===== src/common/asc_pkg.sv =====
// Purpose: shared constants and carriers for the slot integration config bank
// Assumes: 8-bit register index, 16-bit register data
// Notes:   offsets are the register indexes seen by the serial host port
package asc_pkg;

  // ----------------------------------------------------------------------
  // register offsets
  // ----------------------------------------------------------------------
  localparam logic [7:0] OFS_SLOT_A_WINDOW    = 8'h39;
  localparam logic [7:0] OFS_SLOT_A_MODE_GAIN = 8'h42;
  localparam logic [7:0] OFS_SLOT_A_CH_GAIN   = 8'h55;
  localparam logic [7:0] OFS_INT_MODE_SELECT  = 8'h58;
  localparam logic [7:0] OFS_INT_SAMPLE_OPTS  = 8'h5A;

  // ----------------------------------------------------------------------
  // field positions
  // ----------------------------------------------------------------------
  localparam int POS_SECOND_SLOT_INT   = 13;
  localparam int POS_FIRST_SLOT_INT    = 12;
  localparam int POS_GAP_ENABLE        = 7;
  localparam int POS_SECOND_SINGLE     = 6;
  localparam int POS_FIRST_SINGLE      = 5;
  localparam int POS_WIDTH_MSB         = 15;
  localparam int POS_WIDTH_LSB         = 11;
  localparam int POS_COARSE_MSB        = 10;
  localparam int POS_COARSE_LSB        = 5;
  localparam int POS_FINE_MSB          = 4;
  localparam int POS_FINE_LSB          = 0;
  localparam int POS_CHAIN_MSB         = 15;
  localparam int POS_CHAIN_LSB         = 8;
  localparam int POS_PER_CH_EN         = 6;
  localparam int POS_GAIN_MSB          = 1;
  localparam int POS_GAIN_LSB          = 0;

  // ----------------------------------------------------------------------
  // reset values
  // ----------------------------------------------------------------------
  localparam logic [4:0]  RST_WIDTH      = 5'h04;
  localparam logic [5:0]  RST_COARSE     = 6'h17;
  localparam logic [4:0]  RST_FINE       = 5'h1C;
  localparam logic [15:0] RST_WINDOW     = {RST_WIDTH, RST_COARSE, RST_FINE};
  localparam logic [15:0] RST_MODE_GAIN  = 16'h1C38;
  localparam logic [15:0] RST_CH_GAIN    = 16'h0000;
  localparam logic [15:0] RST_MODE_SEL   = 16'h0000;
  localparam logic [15:0] RST_SAMPLE_OPT = 16'h0000;

  // ----------------------------------------------------------------------
  // chain mode codes and step sizes
  // ----------------------------------------------------------------------
  localparam logic [7:0]  CHAIN_NORMAL    = 8'h1C;
  localparam logic [7:0]  CHAIN_DIGITAL   = 8'h1D;
  localparam logic [15:0] PATH_DIGITAL    = 16'hAE65;
  localparam int          WINDOW_STEP_NS  = 1000;
  localparam int          FINE_STEP_PS    = 31250;
  localparam int          CLK_PERIOD_NS   = 50;

  // ----------------------------------------------------------------------
  // carriers
  // ----------------------------------------------------------------------
  typedef struct packed {
    logic       wr;
    logic       rd;
    logic [7:0] addr;
    logic [15:0] wdata;
  } asc_req_t;

  typedef struct packed {
    logic       valid;
    logic       hit;
    logic [15:0] rdata;
  } asc_rsp_t;

  typedef struct packed {
    logic             first_slot_integration_enable;
    logic             second_slot_integration_enable;
    logic             integration_gap_enable;
    logic             first_slot_single_pair;
    logic             second_slot_single_pair;
    logic [4:0]       first_slot_window_width;
    logic [5:0]       first_slot_window_coarse;
    logic [4:0]       first_slot_window_fine;
    logic [4:0]       first_slot_gap_us;
    logic [7:0]       first_slot_chain_mode;
    logic             first_slot_per_channel_gain_enable;
    logic [3:0][1:0]  first_slot_amp_gain;
    logic [3:0][7:0]  first_slot_amp_kohm;
  } asc_cfg_t;

endpackage : asc_pkg


===== src/rtl/asc_config_regs.sv =====
// Purpose: slot integration and front end config bank, time slot A window
// Assumes: host serial port delivers decoded single-cycle read/write requests
// Notes:   read data appears one cycle after the request, from a flop
//          chain mode code is stored, never checked, and the path connection code is not held here;
//          keeping them legal is up to software
//
// Summary of operation
// - bit 13 of mode select: slot B normal or digital integration
// - bit 12 of mode select: slot A normal or digital integration
// - gap bit 7: no gap, or fine offset gives the gap in us
// - options bit 6: slot B double (0) or single (1) sample pair
// - options bit 5: slot A double (0) or single (1) sample pair
// - window bits 15:11 width in 1 us steps, reset 4
// - window bits 10:5 coarse offset in 1 us steps, reset 0x17
// - window bits 4:0 fine offset in 31.25 ns steps, reset 0x1C
// - per-channel enable: ch1 from mode reg, ch2..4 from companion
// - gain code 0..3 is 200/100/50/25 kohm; shared when not per-channel
// - companion bits 1:0 ch2, higher pairs ch3 and ch4
`timescale 1ns/10ps
`default_nettype none
module asc_config_regs
  import asc_pkg::*;
(
  // clock and reset
  input  wire logic     ref_clk,
  input  wire logic     rst,
  // register access from the serial host port
  input  wire asc_req_t req,
  output var  asc_rsp_t rsp,
  // decoded configuration to the slot timing and front end
  output var  asc_cfg_t cfg
);

  // ----------------------------------------------------------------------
  // helpers
  // ----------------------------------------------------------------------
  // writes to unmapped indexes match no register and are dropped
  function automatic logic hit(input asc_req_t r, input logic [7:0] ofs);
    hit = r.wr && (r.addr == ofs);
  endfunction

  function automatic logic [7:0] gain_kohm(input logic [1:0] code);
    case (code)
      2'h0:    gain_kohm = 8'hC8;
      2'h1:    gain_kohm = 8'h64;
      2'h2:    gain_kohm = 8'h32;
      default: gain_kohm = 8'h19;
    endcase
  endfunction

  // one channel's pair in the companion word
  function automatic logic [1:0] companion_gain(input logic [15:0] word,
                                                input int          ch);
    companion_gain = word[2*ch-2 +: 2];
  endfunction

  // fine offset doubles as the gap length when gapped mode is on
  function automatic logic [4:0] fine_field(input logic [15:0] word);
    fine_field = word[POS_FINE_MSB:POS_FINE_LSB];
  endfunction

  // ----------------------------------------------------------------------
  // register storage
  // ----------------------------------------------------------------------
  // reserved bits are kept as written so a read returns the whole word
  logic [15:0] window_q;
  logic [15:0] mode_gain_q;
  logic [15:0] ch_gain_q;
  logic [15:0] mode_sel_q;
  logic [15:0] sample_opt_q;

  asc_reg16 #(.RESET_VALUE(RST_WINDOW)) u_window (
    .ref_clk (ref_clk),
    .rst     (rst),
    .we      (hit(req, OFS_SLOT_A_WINDOW)),
    .wdata   (req.wdata),
    .q       (window_q)
  );

  asc_reg16 #(.RESET_VALUE(RST_MODE_GAIN)) u_mode_gain (
    .ref_clk (ref_clk),
    .rst     (rst),
    .we      (hit(req, OFS_SLOT_A_MODE_GAIN)),
    .wdata   (req.wdata),
    .q       (mode_gain_q)
  );

  asc_reg16 #(.RESET_VALUE(RST_CH_GAIN)) u_ch_gain (
    .ref_clk (ref_clk),
    .rst     (rst),
    .we      (hit(req, OFS_SLOT_A_CH_GAIN)),
    .wdata   (req.wdata),
    .q       (ch_gain_q)
  );

  asc_reg16 #(.RESET_VALUE(RST_MODE_SEL)) u_mode_sel (
    .ref_clk (ref_clk),
    .rst     (rst),
    .we      (hit(req, OFS_INT_MODE_SELECT)),
    .wdata   (req.wdata),
    .q       (mode_sel_q)
  );

  asc_reg16 #(.RESET_VALUE(RST_SAMPLE_OPT)) u_sample_opt (
    .ref_clk (ref_clk),
    .rst     (rst),
    .we      (hit(req, OFS_INT_SAMPLE_OPTS)),
    .wdata   (req.wdata),
    .q       (sample_opt_q)
  );

  // ----------------------------------------------------------------------
  // read path
  // ----------------------------------------------------------------------
  logic [15:0] rdata_nxt;
  logic        rhit_nxt;

  // a write in the same cycle is not stored yet, so the old word returns
  // read back last written word
  always_comb begin
    rhit_nxt  = 1'b1;
    rdata_nxt = 16'h0000;
    case (req.addr)
      OFS_SLOT_A_WINDOW:    rdata_nxt = window_q;
      OFS_SLOT_A_MODE_GAIN: rdata_nxt = mode_gain_q;
      OFS_SLOT_A_CH_GAIN:   rdata_nxt = ch_gain_q;
      OFS_INT_MODE_SELECT:  rdata_nxt = mode_sel_q;
      OFS_INT_SAMPLE_OPTS:  rdata_nxt = sample_opt_q;
      default:              rhit_nxt  = 1'b0;
    endcase
  end

  // unmapped reads answer zero with hit low rather than stalling the port
  always_ff @(posedge ref_clk) begin
    if (rst) begin
      rsp <= '0;
    end else begin
      rsp.valid <= req.rd;
      rsp.hit   <= req.rd && rhit_nxt;
      rsp.rdata <= req.rd ? rdata_nxt : 16'h0000;
    end
  end

  // ----------------------------------------------------------------------
  // gain resolution
  // ----------------------------------------------------------------------
  logic [3:0][1:0] gain_nxt;
  logic [1:0]      shared_gain;
  logic            per_ch;

  assign shared_gain = mode_gain_q[POS_GAIN_MSB:POS_GAIN_LSB];
  assign per_ch      = mode_gain_q[POS_PER_CH_EN];

  always_comb begin
    // companion word is kept but ignored while per-channel gain is off
    // one code for all channels
    gain_nxt = {4{shared_gain}};
    if (per_ch) begin
      gain_nxt[0] = shared_gain;
      for (int c = 1; c < 4; c++) begin
        gain_nxt[c] = companion_gain(ch_gain_q, c);
      end
    end
  end

  // ----------------------------------------------------------------------
  // mode and window outputs
  // ----------------------------------------------------------------------
  // outputs lag the register by one cycle so that every output is a flop
  // reset values mirror the register defaults, never a zero window
  always_ff @(posedge ref_clk) begin
    if (rst) begin
      cfg <= '0;
      cfg.first_slot_window_width  <= RST_WIDTH;
      cfg.first_slot_window_coarse <= RST_COARSE;
      cfg.first_slot_window_fine   <= RST_FINE;
      cfg.first_slot_chain_mode    <=
        RST_MODE_GAIN[POS_CHAIN_MSB:POS_CHAIN_LSB];
      cfg.first_slot_amp_kohm      <= {4{gain_kohm(2'h0)}};
    end else begin
      cfg.second_slot_integration_enable <= mode_sel_q[POS_SECOND_SLOT_INT];
      cfg.first_slot_integration_enable <= mode_sel_q[POS_FIRST_SLOT_INT];
      cfg.second_slot_single_pair <= sample_opt_q[POS_SECOND_SINGLE];
      cfg.first_slot_single_pair <= sample_opt_q[POS_FIRST_SINGLE];
      // slot B fine offset lives outside this bank; only slot A gets a gap
      // gap length from fine offset
      cfg.integration_gap_enable <= sample_opt_q[POS_GAP_ENABLE];
      cfg.first_slot_gap_us <= sample_opt_q[POS_GAP_ENABLE] ?
                               fine_field(window_q) : 5'h00;
      cfg.first_slot_window_width <= window_q[POS_WIDTH_MSB:POS_WIDTH_LSB];
      cfg.first_slot_window_coarse <= window_q[POS_COARSE_MSB:POS_COARSE_LSB];
      cfg.first_slot_window_fine <= fine_field(window_q);
      cfg.first_slot_chain_mode <= mode_gain_q[POS_CHAIN_MSB:POS_CHAIN_LSB];
      cfg.first_slot_per_channel_gain_enable <= per_ch;
      cfg.first_slot_amp_gain <= gain_nxt;
      for (int i = 0; i < 4; i++) begin
        cfg.first_slot_amp_kohm[i] <= gain_kohm(gain_nxt[i]);
      end
    end
  end

endmodule // asc_config_regs
`default_nettype wire


===== src/rtl/asc_reg16.sv =====
// Purpose: one 16-bit read-write configuration register
// Assumes: synchronous active-high reset
// Notes:   whole word written at once; no byte lanes on the host port
`timescale 1ns/10ps
`default_nettype none
module asc_reg16 #(
  parameter logic [15:0] RESET_VALUE = 16'h0000
) (
  // clock and reset
  input  wire logic        ref_clk,
  input  wire logic        rst,
  // write side
  input  wire logic        we,
  input  wire logic [15:0] wdata,
  // stored value
  output var  logic [15:0] q
);

  // ----------------------------------------------------------------------
  // storage
  // ----------------------------------------------------------------------
  always_ff @(posedge ref_clk) begin
    if (rst) begin
      q <= RESET_VALUE;
    end else if (we) begin
      q <= wdata;
    end
  end

endmodule // asc_reg16
`default_nettype wire


===== config.mk =====
export PLATFORM = sky130hd
export DESIGN_NAME = asc_config_regs
export DESIGN_NICKNAME = d
export VERILOG_FILES = /design/src/common/asc_pkg.sv /design/src/rtl/asc_config_regs.sv /design/src/rtl/asc_reg16.sv
export SDC_FILE = /design/constraint.sdc
export NUM_CORES = 1
export LEC_CHECK = 0
export BUFFER_PORTS_ARGS = -buffer_cell sky130_fd_sc_hd__buf_4
export CAP_MARGIN = 20
export CORE_ASPECT_RATIO = 0.6
export CORE_MARGIN = 2
export CORE_UTILIZATION = 45
export CTS_CLUSTER_SIZE = 24
export DETAILED_ROUTE_END_ITERATION = 7
export PLACE_DENSITY = 0.67
export SKIP_CTS_REPAIR_TIMING = 1
export SLEW_MARGIN = 25
export SYNTH_ARGS = -nofsm -noshare
export SYNTH_HDL_FRONTEND = slang
export SYNTH_HIERARCHICAL = 1
export SYNTH_SLANG_ARGS = --single-unit

===== constraint.sdc =====
create_clock -name ref_clk -period 2.7 [get_ports ref_clk]
set_input_delay 0.405 -clock ref_clk [delete_from_list [all_inputs] [get_ports ref_clk]]
set_output_delay 0.405 -clock ref_clk [all_outputs]
set_load 0.01 [all_outputs]

==> flow_summary.toml <==
[floorplanning]
row_count = 33
core_area_sq_um = 13830
die_area_sq_um = 15360
dieWidth_microns = 158.7
boundaryPins = 121
initial_core_util_pct = 46.69
die_y_microns = 96.80

[route]
wire_per_inst_microns = 17.00
routed_wl_microns = 15780
detailedRoute.firstPassIterationCount = 4
drc = 0
drt-initial-drc-count = 308
postRouteAntennaNets = 0
vias = 4651
vias_per_cell = 5.012

[sta]
slew_headroom_pct = 39.53
final.setup_skew_ns = 0.01344
drv_slew = 0
final.setup.tns_ns = 0
max_freq_mhz = 565.5
hold_violations = 0
fin_crit_sh_pct = 65.50
setup_viol = 0
holdWs_ns = 0.2450
post-route-min-period_ns = 1.768
tightest_slew_ns = 0.9044
rsz0062_at_grt = "no"

[run_status]
status = "finished clean"

[worst_setup_path]
required_ns = 3.00
worstReg2RegStart = "u_mode_gain/q[1]$_SDFFE_PP0P_"
cp_max_fo = 5
worstSetupPathType = "reg -> reg"
reg2regPathDepth = 5
reg2reg_to = "cfg[31]$_SDFF_PP1_"
cp.arrival_ns = 2.07
r2r_slack_ns = 0.93
startpoint_type = "flop"
crit_path_end_kind = "flop"

[logic_synthesis]
synth_cell_types = 40
synth_edf_count = 0
syn_nets = 651
synth_seq_cells = 170
synth_cells = 606
synthTopCellsByArea = "dfxtp_1 53%, mux2i_1 11%, nor2_1 4.7%"
synth_top_area_share_pct = 52.69
synth_ff_type = "dfxtp_1"
ys_seq_area_share_pct = 52.69
synth.avg_cell_area_sq_um = 10.66
synthesis.area_sq_um = 6459
yosysTopAreaCell = "dfxtp_1"
yosys_warnings = 6
async_flop_share_pct = 0

[global_route]
grt_max_degree = 75
grt_usage_pct = 20.70
grt_pass1_vias = 4511
antenna_found_initial = 0
overflow = 0
grt_pass1_wl_microns = 24320

[cts]
clock-sinks = 170
cts_tree = "yes"
numCtsBuffers = 17
clkLatencyLatePin_ns = 0.42
path_clk_slew_ns = 0.06
htreeDepth = 4
clockRootBuffer = "clkbuf_16"
clock_path_buffers = 2

[placement]
dpl.hpwl_microns = 10590
port_buffers = 120
gp_congestion = 0.8532

[cells_and_area]
drive_gt1_share_pct = 28.67
seqCellArea_sq_um = 3403
fillers = 1194
nNetsFinal = 768
area.growth.synth_to_final_pct = 25.49
multiInputGateArea_sq_um = 2691
n_antenna_cell = 0

[worst_hold_path]
hold_path_depth = 2
hold_path_startpoint = "req[7]"
hold_end = "u_window/q[7]$_SDFFE_PP1P_"
timing.hold.worst.class = "in -> reg"

[pwr]
power.leakage_nw = 3.219
vdd_drop_max_v = 0.0004090
cellPowerDensity_nw_per_um2 = 652.9

[run]
max_cap_violations = 0
[flip-flops by register name, indices dropped and copies added, names as in the netlist]
name / flops
u_window/q: 16
cfg: 72
u_mode_gain/q: 16
u_ch_gain/q: 16
u_mode_sel/q: 16
u_sample_opt/q: 16
rsp: 18
[synthesized netlist by cell type, types with 2 or more instances]
library cell and instances:
nand2b_1 4, dfxtp_1 170, a22oi_1 10, ha_1 17, a21oi_1 22, o21a_1 16, mux2i_1 72, buf_1 4
or2_2 18, and2b_4 3, nand2_1 5, and3b_1 2, a211o_1 13, o2bb2ai_1 16, clkbuf_1 12, buf_2 11
nand3_1 32, buf_6 7, and4bb_1 2, nor2b_1 40, inv_1 12, and2b_2 5, buf_4 4, buf_12 5
and2_1 8, nor2_1 81, nor3b_1 2
[metal layers]
layer	track usage, %	vias to the layer above	wire, microns	part of all wire [%]
li1	-	2272	-	-
met1	28.64	2219	7156	45
met2	31.10	145	7145	45
met3	5.242	15	1263	8.0
met4	7.692	0	210	1.3
met5	0	-	0	0
[power breakdown]
group          internal, W  leakage, nW  switching (W)
logic            0.0000549         1.53       0.000107
clock network      0.00161        0.314        0.00101
registers          0.00251         1.37     0.00000179
[area by class of cell]
| class | count | area share [%] |
|---|---|---|
| clock buffers | 19 | 5.588 |
| clock inverters | 13 | 2.346 |
| inverters | 13 | 0.6020 |
| multi-input cells | 379 | 33.20 |
| flip-flops and latches | 170 | 41.99 |
| well taps | 192 | 2.964 |
| repair buffers | 142 | 13.31 |
[cell usage in the layout (no fill, tap or decap), types with 4 or more instances in the layout]
cell / n
dfxtp_1: 170
buf_4: 141
nor2_1: 78
mux2i_1: 72
nor2b_1: 40
nand3_1: 32
a21oi_1: 22
or2_2: 18
ha_1: 17
clkbuf_16: 17
o2bb2ai_1: 16
o21a_1: 16
a211o_1: 13
inv_1: 12
a22oi_1: 10
and2_1: 8
nand2_1: 5
and2b_2: 5
nand2b_1: 4
bufinv_16: 4
[worst max-delay path by stage]
stage / start / endpoint / slack [ns] / cells after the start
floorplan: req[22] / u_window/q[11]$_SDFFE_PP0P_ / 0.82 / 9
global placement: req[18] / u_mode_gain/q[3]$_SDFFE_PP1P_ / 0.62 / 8
detailed placement: req[18] / u_mode_gain/q[5]$_SDFFE_PP1P_ / 0.62 / 8
CTS: u_mode_gain/q[6]$_SDFFE_PP0P_ / cfg[10]$_SDFF_PP0_ / 0.92 / 5
global route: u_mode_gain/q[6]$_SDFFE_PP0P_ / cfg[10]$_SDFF_PP0_ / 0.82 / 5
finish: u_mode_gain/q[1]$_SDFFE_PP0P_ / cfg[31]$_SDFF_PP1_ / 0.93 / 5
[logic make-up (layout without fill, tap and decap cells)]
| logic type | after synthesis | after routing | synth area share [%] |
|---|---|---|---|
| AND/OR/NAND/NOR | 208 | 208 | 17.26 |
| flip-flops | 170 | 170 | 52.69 |
| AO/OA/AOI/OAI | 82 | 82 | 9.744 |
| multiplexers | 72 | 72 | 11.16 |
| buffers and inverters | 57 | 187 | 5.850 |
| adder cells (fa/ha/maj) | 17 | 17 | 3.293 |
[per-stage QoR]
stage / utilization [%] / cell area [sq um] / cells / total power [W] / setup slack, ns
finish: 58.60 / 8105 / 928 / 0.005292 / 0.9316
detailed placement: 53.95 / 7462 / 896 / 0.002728 / 0.6152
global route: 58.60 / 8105 / 928 / 0.005461 / 0.8222
global placement: 53.95 / 7462 / 896 / 0.002727 / 0.6243
floorplan: - / 6459 / 606 / 0.002643 / 0.8160
CTS: 58.60 / 8105 / 928 / 0.005330 / 0.9240
[worst max-delay path, cell delays in order, from the launching register on]
cell and delay (ns):
dfxtp_1 0.49, inv_1 0.22, nor2_1 0.28, a21oi_1 0.16, ha_1 0.24, or2_2 0.27
Note: power is estimated with default switching activity, not from simulation.
